[config.mk]
export PLATFORM = sky130hd
export DESIGN_NAME = cmd_capture_decode
export DESIGN_NICKNAME = d
export VERILOG_FILES = /design/src/cmd_pkg.sv /design/src/cmd_capture_decode.sv
export VERILOG_INCLUDE_DIRS = /design/src
export SDC_FILE = /design/constraint.sdc
export NUM_CORES = 1
export LEC_CHECK = 0
export BUFFER_PORTS_ARGS = -buffer_cell sky130_fd_sc_hd__buf_2
export CORE_MARGIN = 10
export CORE_UTILIZATION = 30
export CTS_CLUSTER_SIZE = 40
export DETAILED_ROUTE_END_ITERATION = 10
export PLACE_DENSITY = 0.44
export SETUP_SLACK_MARGIN = 0.5
export SYNTH_ARGS = -nofsm -noshare
export SYNTH_HDL_FRONTEND = slang
export SYNTH_SLANG_ARGS = --single-unit
[constraint.sdc]
create_clock -name clk -period 20.4 [get_ports clk]
set_input_delay 3.06 -clock clk [delete_from_list [all_inputs] [get_ports clk]]
set_output_delay 3.06 -clock clk [all_outputs]
set_load 0.05 [all_outputs]
[src/cmd_defs.svh]
// Constants for the capture mode configuration decode block.
// Assumes a 10 MHz system clock; included by bare name.
`ifndef CMD_DEFS_SVH
`define CMD_DEFS_SVH

`define CMD_CLK_PERIOD_NS     100
`define CMD_FINE_STEP_NS      16000
`define CMD_COARSE_STEP_NS    4096000
`define CMD_FINE_STEP_CYC     (`CMD_FINE_STEP_NS / `CMD_CLK_PERIOD_NS)
`define CMD_COARSE_STEP_CYC   (`CMD_COARSE_STEP_NS / `CMD_CLK_PERIOD_NS)
`define CMD_PRESET_CENTRE     8'h02
`define CMD_PRESET_NEIGHBOUR  8'h05
`define CMD_ROWS              8'h80
`define CMD_VALID_ROWS_VERT   8'h7e
`define CMD_RATIO_STEP_TENTHS 8'h7d
`define CMD_OFFSET_STEP_MV    8'h08
`define CMD_FINE_RESET        8'h01
`define CMD_COARSE_RESET      8'h00

`endif

[src/cmd_pkg.sv]
// Types shared by the capture mode configuration decode block.
// Assumes nothing of its surroundings.
package cmd_pkg;
	typedef enum logic [1:0] {
		CMD_EDGE_NONE  = 2'b00,
		CMD_EDGE_HORIZ = 2'b01,
		CMD_EDGE_VERT  = 2'b10,
		CMD_EDGE_TWOD  = 2'b11
	} cmd_edge_e;
	typedef enum logic [1:0] {
		CMD_PROJ_NONE  = 2'b00,
		CMD_PROJ_HORIZ = 2'b01,
		CMD_PROJ_VERT  = 2'b10
	} cmd_proj_e;
	typedef enum logic [1:0] {
		CMD_EXP_IDLE = 2'b00,
		CMD_EXP_RUN  = 2'b01,
		CMD_EXP_READ = 2'b10
	} cmd_exp_e;
endpackage

[src/cmd_capture_decode.sv]
// Capture mode configuration decode: exposure timer, edge filter,
// projection select and offset. Registers are loaded by strobes from the
// serial loader outside; the host keeps the mode constraints it owns.
// Notes on behaviour
// - Exposure lasts fine count times 16 us plus coarse count times 4.096 ms.
// - Both counts zero: read without pixel reset; clamp correction unavailable.
// - Preset bit forces centre 02, neighbour 05; writes to them ignored.
// - Preset plus direction: 000 none, 001 horiz, 110 vert, 111 2D.
// - Enhancement top bit high selects pure edge; host keeps low for images.
// - Low three enhancement bits give ratio 0 to 87.5% in 12.5% steps.
// - Edge is ratio times centre differences; enhancement adds centre pixel.
// - Edge modes output 128x128; vertical and 2D have 126 valid rows.
// - Projection bits: none, horizontal alone, vertical alone decode as listed.
// - Horizontal projection fires all rows; vertical swaps scanner roles.
// - Offset top bit is sign, high positive; low bits sixteen 8 mV steps.
`include "cmd_defs.svh"
`timescale 1ns/1ps
`default_nettype none

module cmd_capture_decode
	import cmd_pkg::*;
(
	// Clock and reset
	input  wire logic              clk,
	input  wire logic              sys_rst,
	// Register load strobes and data
	input  wire logic              fineWr,
	input  wire logic              coarseWr,
	input  wire logic              modeWr,
	input  wire logic              centreWr,
	input  wire logic              neighbourWr,
	input  wire logic              projWr,
	input  wire logic [7:0]        wrData,
	// Capture control
	input  wire logic              captureStart,
	input  wire logic              autoBlackCalibration,
	// Pixel neighbourhood in
	input  wire logic [7:0]        pixCentre,
	input  wire logic [7:0]        pixNorth,
	input  wire logic [7:0]        pixSouth,
	input  wire logic [7:0]        pixWest,
	input  wire logic [7:0]        pixEast,
	// Exposure status
	output var  logic              exposing,
	output var  logic              exposeDone,
	output var  logic              pixelResetEn,
	output var  logic              clampAvail,
	// Filter configuration out
	output var  logic [1:0]        edgeMode,
	output var  logic              edgeOnlySelect,
	output var  logic [7:0]        centreCoef,
	output var  logic [7:0]        neighbourCoef,
	output var  logic [7:0]        validRows,
	output var  logic signed [11:0] edgePixel,
	// Projection out
	output var  logic [1:0]        projMode,
	output var  logic              rowsAllActive,
	output var  logic              colsAllActive,
	output var  logic signed [8:0] projOffsetMv,
	output var  logic              projCalibWarn
);

	////////////////////////////////////////////////////////////////////////
	logic [7:0] exposureFineCount_ff;
	logic [7:0] exposureCoarseCount_ff;
	logic       vertEnhancePreset_ff;
	logic [1:0] edgeDirectionSelect_ff;
	logic [3:0] enhanceCtrl_ff;
	logic [7:0] centreCoef_ff;
	logic [7:0] neighbourCoef_ff;
	logic       horizProjSelect_ff;
	logic       vertProjSelect_ff;
	logic [4:0] projOutputOffset_ff;

	always_ff @(posedge clk) begin
		if (sys_rst) begin
			exposureFineCount_ff   <= `CMD_FINE_RESET;
			exposureCoarseCount_ff <= `CMD_COARSE_RESET;
		end else begin
			if (fineWr) begin
				exposureFineCount_ff <= wrData;
			end
			if (coarseWr) begin
				exposureCoarseCount_ff <= wrData;
			end
		end
	end

	// Mode byte: bit 7 preset, bits 6:5 direction, bits 3:0 enhancement.
	always_ff @(posedge clk) begin
		if (sys_rst) begin
			vertEnhancePreset_ff   <= 1'b0;
			edgeDirectionSelect_ff <= 2'b00;
			enhanceCtrl_ff         <= 4'h0;
		end else if (modeWr) begin
			vertEnhancePreset_ff   <= wrData[7];
			edgeDirectionSelect_ff <= wrData[6:5];
			enhanceCtrl_ff         <= wrData[3:0];
		end
	end

	always_ff @(posedge clk) begin
		if (sys_rst) begin
			centreCoef_ff    <= 8'h01;
			neighbourCoef_ff <= 8'h00;
		end else if (vertEnhancePreset_ff || (modeWr && wrData[7])) begin
			centreCoef_ff    <= `CMD_PRESET_CENTRE;
			neighbourCoef_ff <= `CMD_PRESET_NEIGHBOUR;
		end else begin
			if (centreWr) begin
				centreCoef_ff <= wrData;
			end
			if (neighbourWr) begin
				neighbourCoef_ff <= wrData;
			end
		end
	end

	// Projection byte: bit 7 horizontal, bit 6 vertical, bits 4:0 offset.
	always_ff @(posedge clk) begin
		if (sys_rst) begin
			horizProjSelect_ff  <= 1'b0;
			vertProjSelect_ff   <= 1'b0;
			projOutputOffset_ff <= 5'h00;
		end else if (projWr) begin
			horizProjSelect_ff  <= wrData[7];
			vertProjSelect_ff   <= wrData[6];
			projOutputOffset_ff <= wrData[4:0];
		end
	end

	////////////////////////////////////////////////////////////////////////
	// Exposure timer. Both counts share one 16-bit step timer, so no count of
	// cycles ever exceeds one coarse step.
	cmd_exp_e    expState_ff;
	logic [15:0] stepCnt_ff;
	logic [7:0]  fineLeft_ff;
	logic [7:0]  coarseLeft_ff;
	logic        readOnly;

	assign readOnly = (exposureFineCount_ff == 8'h00) && (exposureCoarseCount_ff == 8'h00);

	always_ff @(posedge clk) begin
		if (sys_rst) begin
			expState_ff   <= CMD_EXP_IDLE;
			stepCnt_ff    <= 16'h0000;
			fineLeft_ff   <= 8'h00;
			coarseLeft_ff <= 8'h00;
			exposing      <= 1'b0;
			exposeDone    <= 1'b0;
		end else begin
			exposeDone <= 1'b0;
			unique case (expState_ff)
				CMD_EXP_IDLE: begin
					if (captureStart) begin
						fineLeft_ff   <= exposureFineCount_ff;
						coarseLeft_ff <= exposureCoarseCount_ff;
						stepCnt_ff    <= 16'h0000;
						expState_ff   <= readOnly ? CMD_EXP_READ : CMD_EXP_RUN;
						exposing      <= !readOnly;
					end
				end
				CMD_EXP_RUN: begin
					if (coarseLeft_ff != 8'h00) begin
						if (stepCnt_ff == 16'(`CMD_COARSE_STEP_CYC - 1)) begin
							stepCnt_ff    <= 16'h0000;
							coarseLeft_ff <= coarseLeft_ff - 8'h01;
						end else begin
							stepCnt_ff <= stepCnt_ff + 16'h0001;
						end
					end else if (fineLeft_ff != 8'h00) begin
						if (stepCnt_ff == 16'(`CMD_FINE_STEP_CYC - 1)) begin
							stepCnt_ff  <= 16'h0000;
							fineLeft_ff <= fineLeft_ff - 8'h01;
						end else begin
							stepCnt_ff <= stepCnt_ff + 16'h0001;
						end
					end else begin
						exposing    <= 1'b0;
						expState_ff <= CMD_EXP_READ;
					end
				end
				CMD_EXP_READ: begin
					exposeDone  <= 1'b1;
					expState_ff <= CMD_EXP_IDLE;
				end
			endcase
		end
	end

	always_ff @(posedge clk) begin
		if (sys_rst) begin
			pixelResetEn <= 1'b1;
			clampAvail   <= 1'b1;
		end else begin
			pixelResetEn <= !readOnly;
			clampAvail   <= !readOnly;
		end
	end

	////////////////////////////////////////////////////////////////////////
	cmd_edge_e edgeDec;

	always_comb begin
		unique case ({vertEnhancePreset_ff, edgeDirectionSelect_ff})
			3'b001:  edgeDec = CMD_EDGE_HORIZ;
			3'b110:  edgeDec = CMD_EDGE_VERT;
			3'b111:  edgeDec = CMD_EDGE_TWOD;
			default: edgeDec = CMD_EDGE_NONE;
		endcase
	end

	logic signed [10:0] diffSum;
	logic signed [14:0] scaled;
	logic signed [11:0] nxt_edgePixel;

	always_comb begin
		unique case (edgeDec)
			CMD_EDGE_VERT:  diffSum = 11'sd2 * $signed({3'b000, pixCentre})
				- $signed({3'b000, pixNorth}) - $signed({3'b000, pixSouth});
			CMD_EDGE_HORIZ: diffSum = 11'sd2 * $signed({3'b000, pixCentre})
				- $signed({3'b000, pixWest}) - $signed({3'b000, pixEast});
			CMD_EDGE_TWOD:  diffSum = 11'sd4 * $signed({3'b000, pixCentre})
				- $signed({3'b000, pixNorth}) - $signed({3'b000, pixSouth})
				- $signed({3'b000, pixWest}) - $signed({3'b000, pixEast});
			CMD_EDGE_NONE:  diffSum = 11'sd0;
		endcase
	end

	assign scaled = 15'(diffSum * $signed({1'b0, enhanceCtrl_ff[2:0]}));

	always_comb begin
		if (edgeDec == CMD_EDGE_NONE) begin
			nxt_edgePixel = $signed({4'h0, pixCentre});
		end else if (enhanceCtrl_ff[3]) begin
			nxt_edgePixel = 12'(scaled >>> 3);
		end else begin
			nxt_edgePixel = 12'(scaled >>> 3) + $signed({4'h0, pixCentre});
		end
	end

	always_ff @(posedge clk) begin
		if (sys_rst) begin
			edgeMode       <= CMD_EDGE_NONE;
			edgeOnlySelect <= 1'b0;
			centreCoef     <= 8'h01;
			neighbourCoef  <= 8'h00;
			validRows      <= `CMD_ROWS;
			edgePixel      <= 12'sd0;
		end else begin
			edgeMode       <= edgeDec;
			edgeOnlySelect <= enhanceCtrl_ff[3];
			centreCoef     <= centreCoef_ff;
			neighbourCoef  <= neighbourCoef_ff;
			edgePixel      <= nxt_edgePixel;
			validRows <= (edgeDec == CMD_EDGE_VERT || edgeDec == CMD_EDGE_TWOD) ?
				`CMD_VALID_ROWS_VERT : `CMD_ROWS;
		end
	end

	////////////////////////////////////////////////////////////////////////
	cmd_proj_e projDec;

	always_comb begin
		unique case ({vertProjSelect_ff, horizProjSelect_ff})
			2'b01:   projDec = CMD_PROJ_HORIZ;
			2'b10:   projDec = CMD_PROJ_VERT;
			default: projDec = CMD_PROJ_NONE;
		endcase
	end

	always_ff @(posedge clk) begin
		if (sys_rst) begin
			projMode      <= CMD_PROJ_NONE;
			rowsAllActive <= 1'b0;
			colsAllActive <= 1'b0;
			projOffsetMv  <= 9'sd0;
			projCalibWarn <= 1'b0;
		end else begin
			projMode <= projDec;
			rowsAllActive <= (projDec == CMD_PROJ_HORIZ);
			colsAllActive <= (projDec == CMD_PROJ_VERT);
			projOffsetMv <= projOutputOffset_ff[4] ?
				$signed({1'b0, 8'(projOutputOffset_ff[3:0] * `CMD_OFFSET_STEP_MV)}) :
				-$signed({1'b0, 8'(projOutputOffset_ff[3:0] * `CMD_OFFSET_STEP_MV)});
			projCalibWarn <= (projDec != CMD_PROJ_NONE) && !autoBlackCalibration;
		end
	end

endmodule

`default_nettype wire

==> metrics.txt <==
status=finished clean; adder and majority gate portion of the synthesized area=approximately a fifth; critical setup path kind=in2reg; CP Buf/Inv Count=6; Internal=about 0.00062 W; CTS H-tree depth=4; Root Buffer=clkbuf_16; overall power=about 0.00098 W; placed cell areas=a little over 10000 um2; Die H=approximately 200 um; clock share of power=30.1%; PD cells=around 91 nW/um2; final WL=24.29 mm; first-pass GRT wire length=40.21 mm; CP endpoint kind=flip-flop; Sw Ratio=between 30% and 40%; drt first pass iters=7; sw power=between 0.0003 and 0.0004 W; area share of the largest cell type after synthesis=a little over a quarter; Clock Skew=roughly 0.020 ns; Worst Tran Pin Value=between 0.8 and 0.9 ns; Syn Inst Count=1116; CP Data Arrival Time=approximately 9.6 ns; post-synthesis xor/xnor area fraction=~5.7%; VDD IR max=between 0.05 and 0.06 mV; share of layout cells above drive strength 1=about 14%; clock buffer depth=2; max_slew headroom=a little under half; final hold violation count=0; CTS tree=built; Cell Count, Final, Fillers Out=around 1.6k; Finished Core Util=a little over a third; unrepaired setup endpoints after global routing=no; Final Setup Violations=0; register area share after synthesis=about a quarter; synthesized area per cell=8.436 um2; # port buffers=110; setup TNS=0 ns; final instance area=between 10000 and 15000 um2; CTS buffer count=17; Synth async-reset ratio=0%; Die X=197.1 um; wl on met1=between 10 and 15 mm; Syn Std Cell Area=around 9400 um2; largest family of logic cells by synthesized area=adder cells; area grow syn2layout=14.79%; most common cell in the synthesized netlist=nor2_1; Fmax=roughly 110 MHz; Synth cell types=75; Max Slew Vio Count=0; drt first-iter violations=329; # DRC=0; biggest area consumer among synthesized cells=dfxtp_1; Post-CTS Hold Fix Bufs=0; antenna-violating nets left=0; crit-path max FO=4; Synth Area in Simple Gates=a little under a fifth; Leak Pwr=about 5 nW; vias per inst=between 4 and 5; post-detail-place hpwl=approximately 19 mm; CTS-repair resized insts=0; routed wl met3=roughly 660 um; # IOs=about 120; Max stage delay on crit path=~0.54 ns; n_diodes=0; Tot GR Track Use=about an eighth; combinational share of power=40.5%; yosys warns=0; mux share of post-synthesis cell area=about 5.6%; die area=between 30000 and 40000 um2; CP required=20.70 ns; top sig layer=met4; RePlAce Congestion=between 0.8 and 0.9; FF+latch count, synth=between 100 and 150; site row count=64; Worst setup SP type=primary input; Post-CTS Setup Inserts=0; ys flop type=dfxtp_1; min cycle time layout=9.332 ns; CTS clock-pin slew for the worst setup and hold paths=approximately 0.050 ns; total number of vias=7670; core area=30750 um2; Synth area leaders=dfxtp_1 27%, ha_1 12%, fa_1 8.3%; Flop pwr share=between 20 and 30%; met2 wire len=~12 mm; cell family with most CP delay=adder cells; largest net degree at the start of global routing=60; Post-Place Cells=between 1.5k and 2k; Overflow after GRT=0; Final #Nets=~1.4k; vias in the first global route=7800; slowest cell on the critical path=fa_1; Hold Path Class=reg2reg; clk sink count=~130; post-synthesis compound-gate area fraction=15.35%; Clock Latency Late Sink=between 0.4 and 0.5 ns; number of flops mapped to enable cells by yosys=0; Final Cycle Share=between 40% and 50%; Initial Utilization=roughly 30%; max-cap violations=0; post-DR wirelength/cell=around 15 um; fillers=between 3k and 4k; initial antenna violation count=0; Commonest cells post-synth=132 x nor2_1, 127 x inv_1, 125 x dfxtp_1
==> registers in the layout, summed over array words and instances (netlist names), 2 cells and up <==
signal	cells
enhanceCtrl_ff	4
fineLeft_ff	8
edgeDirectionSelect_ff	2
stepCnt_ff	16
neighbourCoef_ff	8
expState_ff	2
edgeMode	2
validRows	2
edgePixel	12
coarseLeft_ff	8
centreCoef_ff	8
centreCoef	8
projOutputOffset_ff	5
exposureFineCount_ff	8
projOffsetMv	6
exposureCoarseCount_ff	8
neighbourCoef	8
==> worst reg2reg max path, delay by kind of cell, from the launching register on <==
| kind | cells | cell delay, ns |
|---|---|---|
| AO/OA/AOI/OAI | 8 | 1.66 |
| buffers and inverters | 2 | 0.11 |
| adder cells (fa/ha/maj) | 4 | 1.31 |
| AND/OR/NAND/NOR | 6 | 1.20 |
| XOR/XNOR | 2 | 0.37 |
| flip-flops | 1 | 0.64 |
==> per-layer routing <==
metal | vias to the layer above | track usage [%]
li1 | 3945 | -
met1 | 3612 | 15.55
met2 | 93 | 22.67
met3 | 20 | 2.453
met4 | 0 | 3.133
met5 | - | 0
==> cells by family after synthesis <==
family                   count (synthesis)
adder cells (fa/ha/maj)                127
flip-flops                             125
XOR/XNOR                                60
AO/OA/AOI/OAI                          223
buffers and inverters                  177
multiplexers                            52
AND/OR/NAND/NOR                        351
other                                    1
==> path summary, 6_finish.rpt <==
kind / from / endpoint / slack, ns / cells after the start
worst min register to register: centreCoef_ff[0]$_SDFFE_PP1P_ / centreCoef[0]$_SDFF_PP1_ / 0.44 / 1
worst max register to register: vertEnhancePreset_ff$_SDFFE_PP0P_ / edgePixel[7]$_SDFF_PP0_ / 14.98 / 22
worst max-delay path: pixNorth[1] / edgePixel[10]$_SDFF_PP0_ / 11.07 / 32
worst min-delay path: centreCoef_ff[0]$_SDFFE_PP1P_ / centreCoef[0]$_SDFF_PP1_ / 0.44 / 1
==> cell usage in the layout (no fill, tap or decap), drive strengths merged, types with 37 or more instances in the layout <==
cell,n
fa,39
buf,112
inv,127
a21oi,73
xnor2,37
nand2,50
mux2i,49
nor2,132
ha,88
dfxtp,125
o21ai,49
==> through the flow <==
stage          hold slack [ns]  setup WS [ns]
5_1_grt                 0.4589          10.43
3_5_place_dp            0.4372          10.68
6_report                0.4425          11.07
2_1_floorplan           0.4129          11.30
3_3_place_gp            0.4322          10.73
4_1_cts                 0.4510          11.11
==> power by group through the flow <==
stage / registers, W / logic [W] / clock network, W
6_report: 0.000289 / 0.000398 / 0.000296
5_1_grt: 0.000293 / 0.000459 / 0.000315
4_1_cts: 0.000290 / 0.000402 / 0.000304
3_5_place_dp: 0.000294 / 0.000399 / 0
3_3_place_gp: 0.000294 / 0.000400 / 0
2_1_floorplan: 0.000305 / 0.000298 / 0
==> area by class of cell <==
class / instances / area (um2) / share of cell area (%)
clock buffers: 25 / 495.5 / 4.585
clock inverters: 6 / 83.83 / 0.7757
inverters: 127 / 476.7 / 4.411
multi-input cells: 817 / 6185 / 57.23
flip-flops and latches: 125 / 2502 / 23.16
well taps: 396 / 495.5 / 4.585
repair buffers: 112 / 568.0 / 5.256
(Power assumes the default switching activity.)
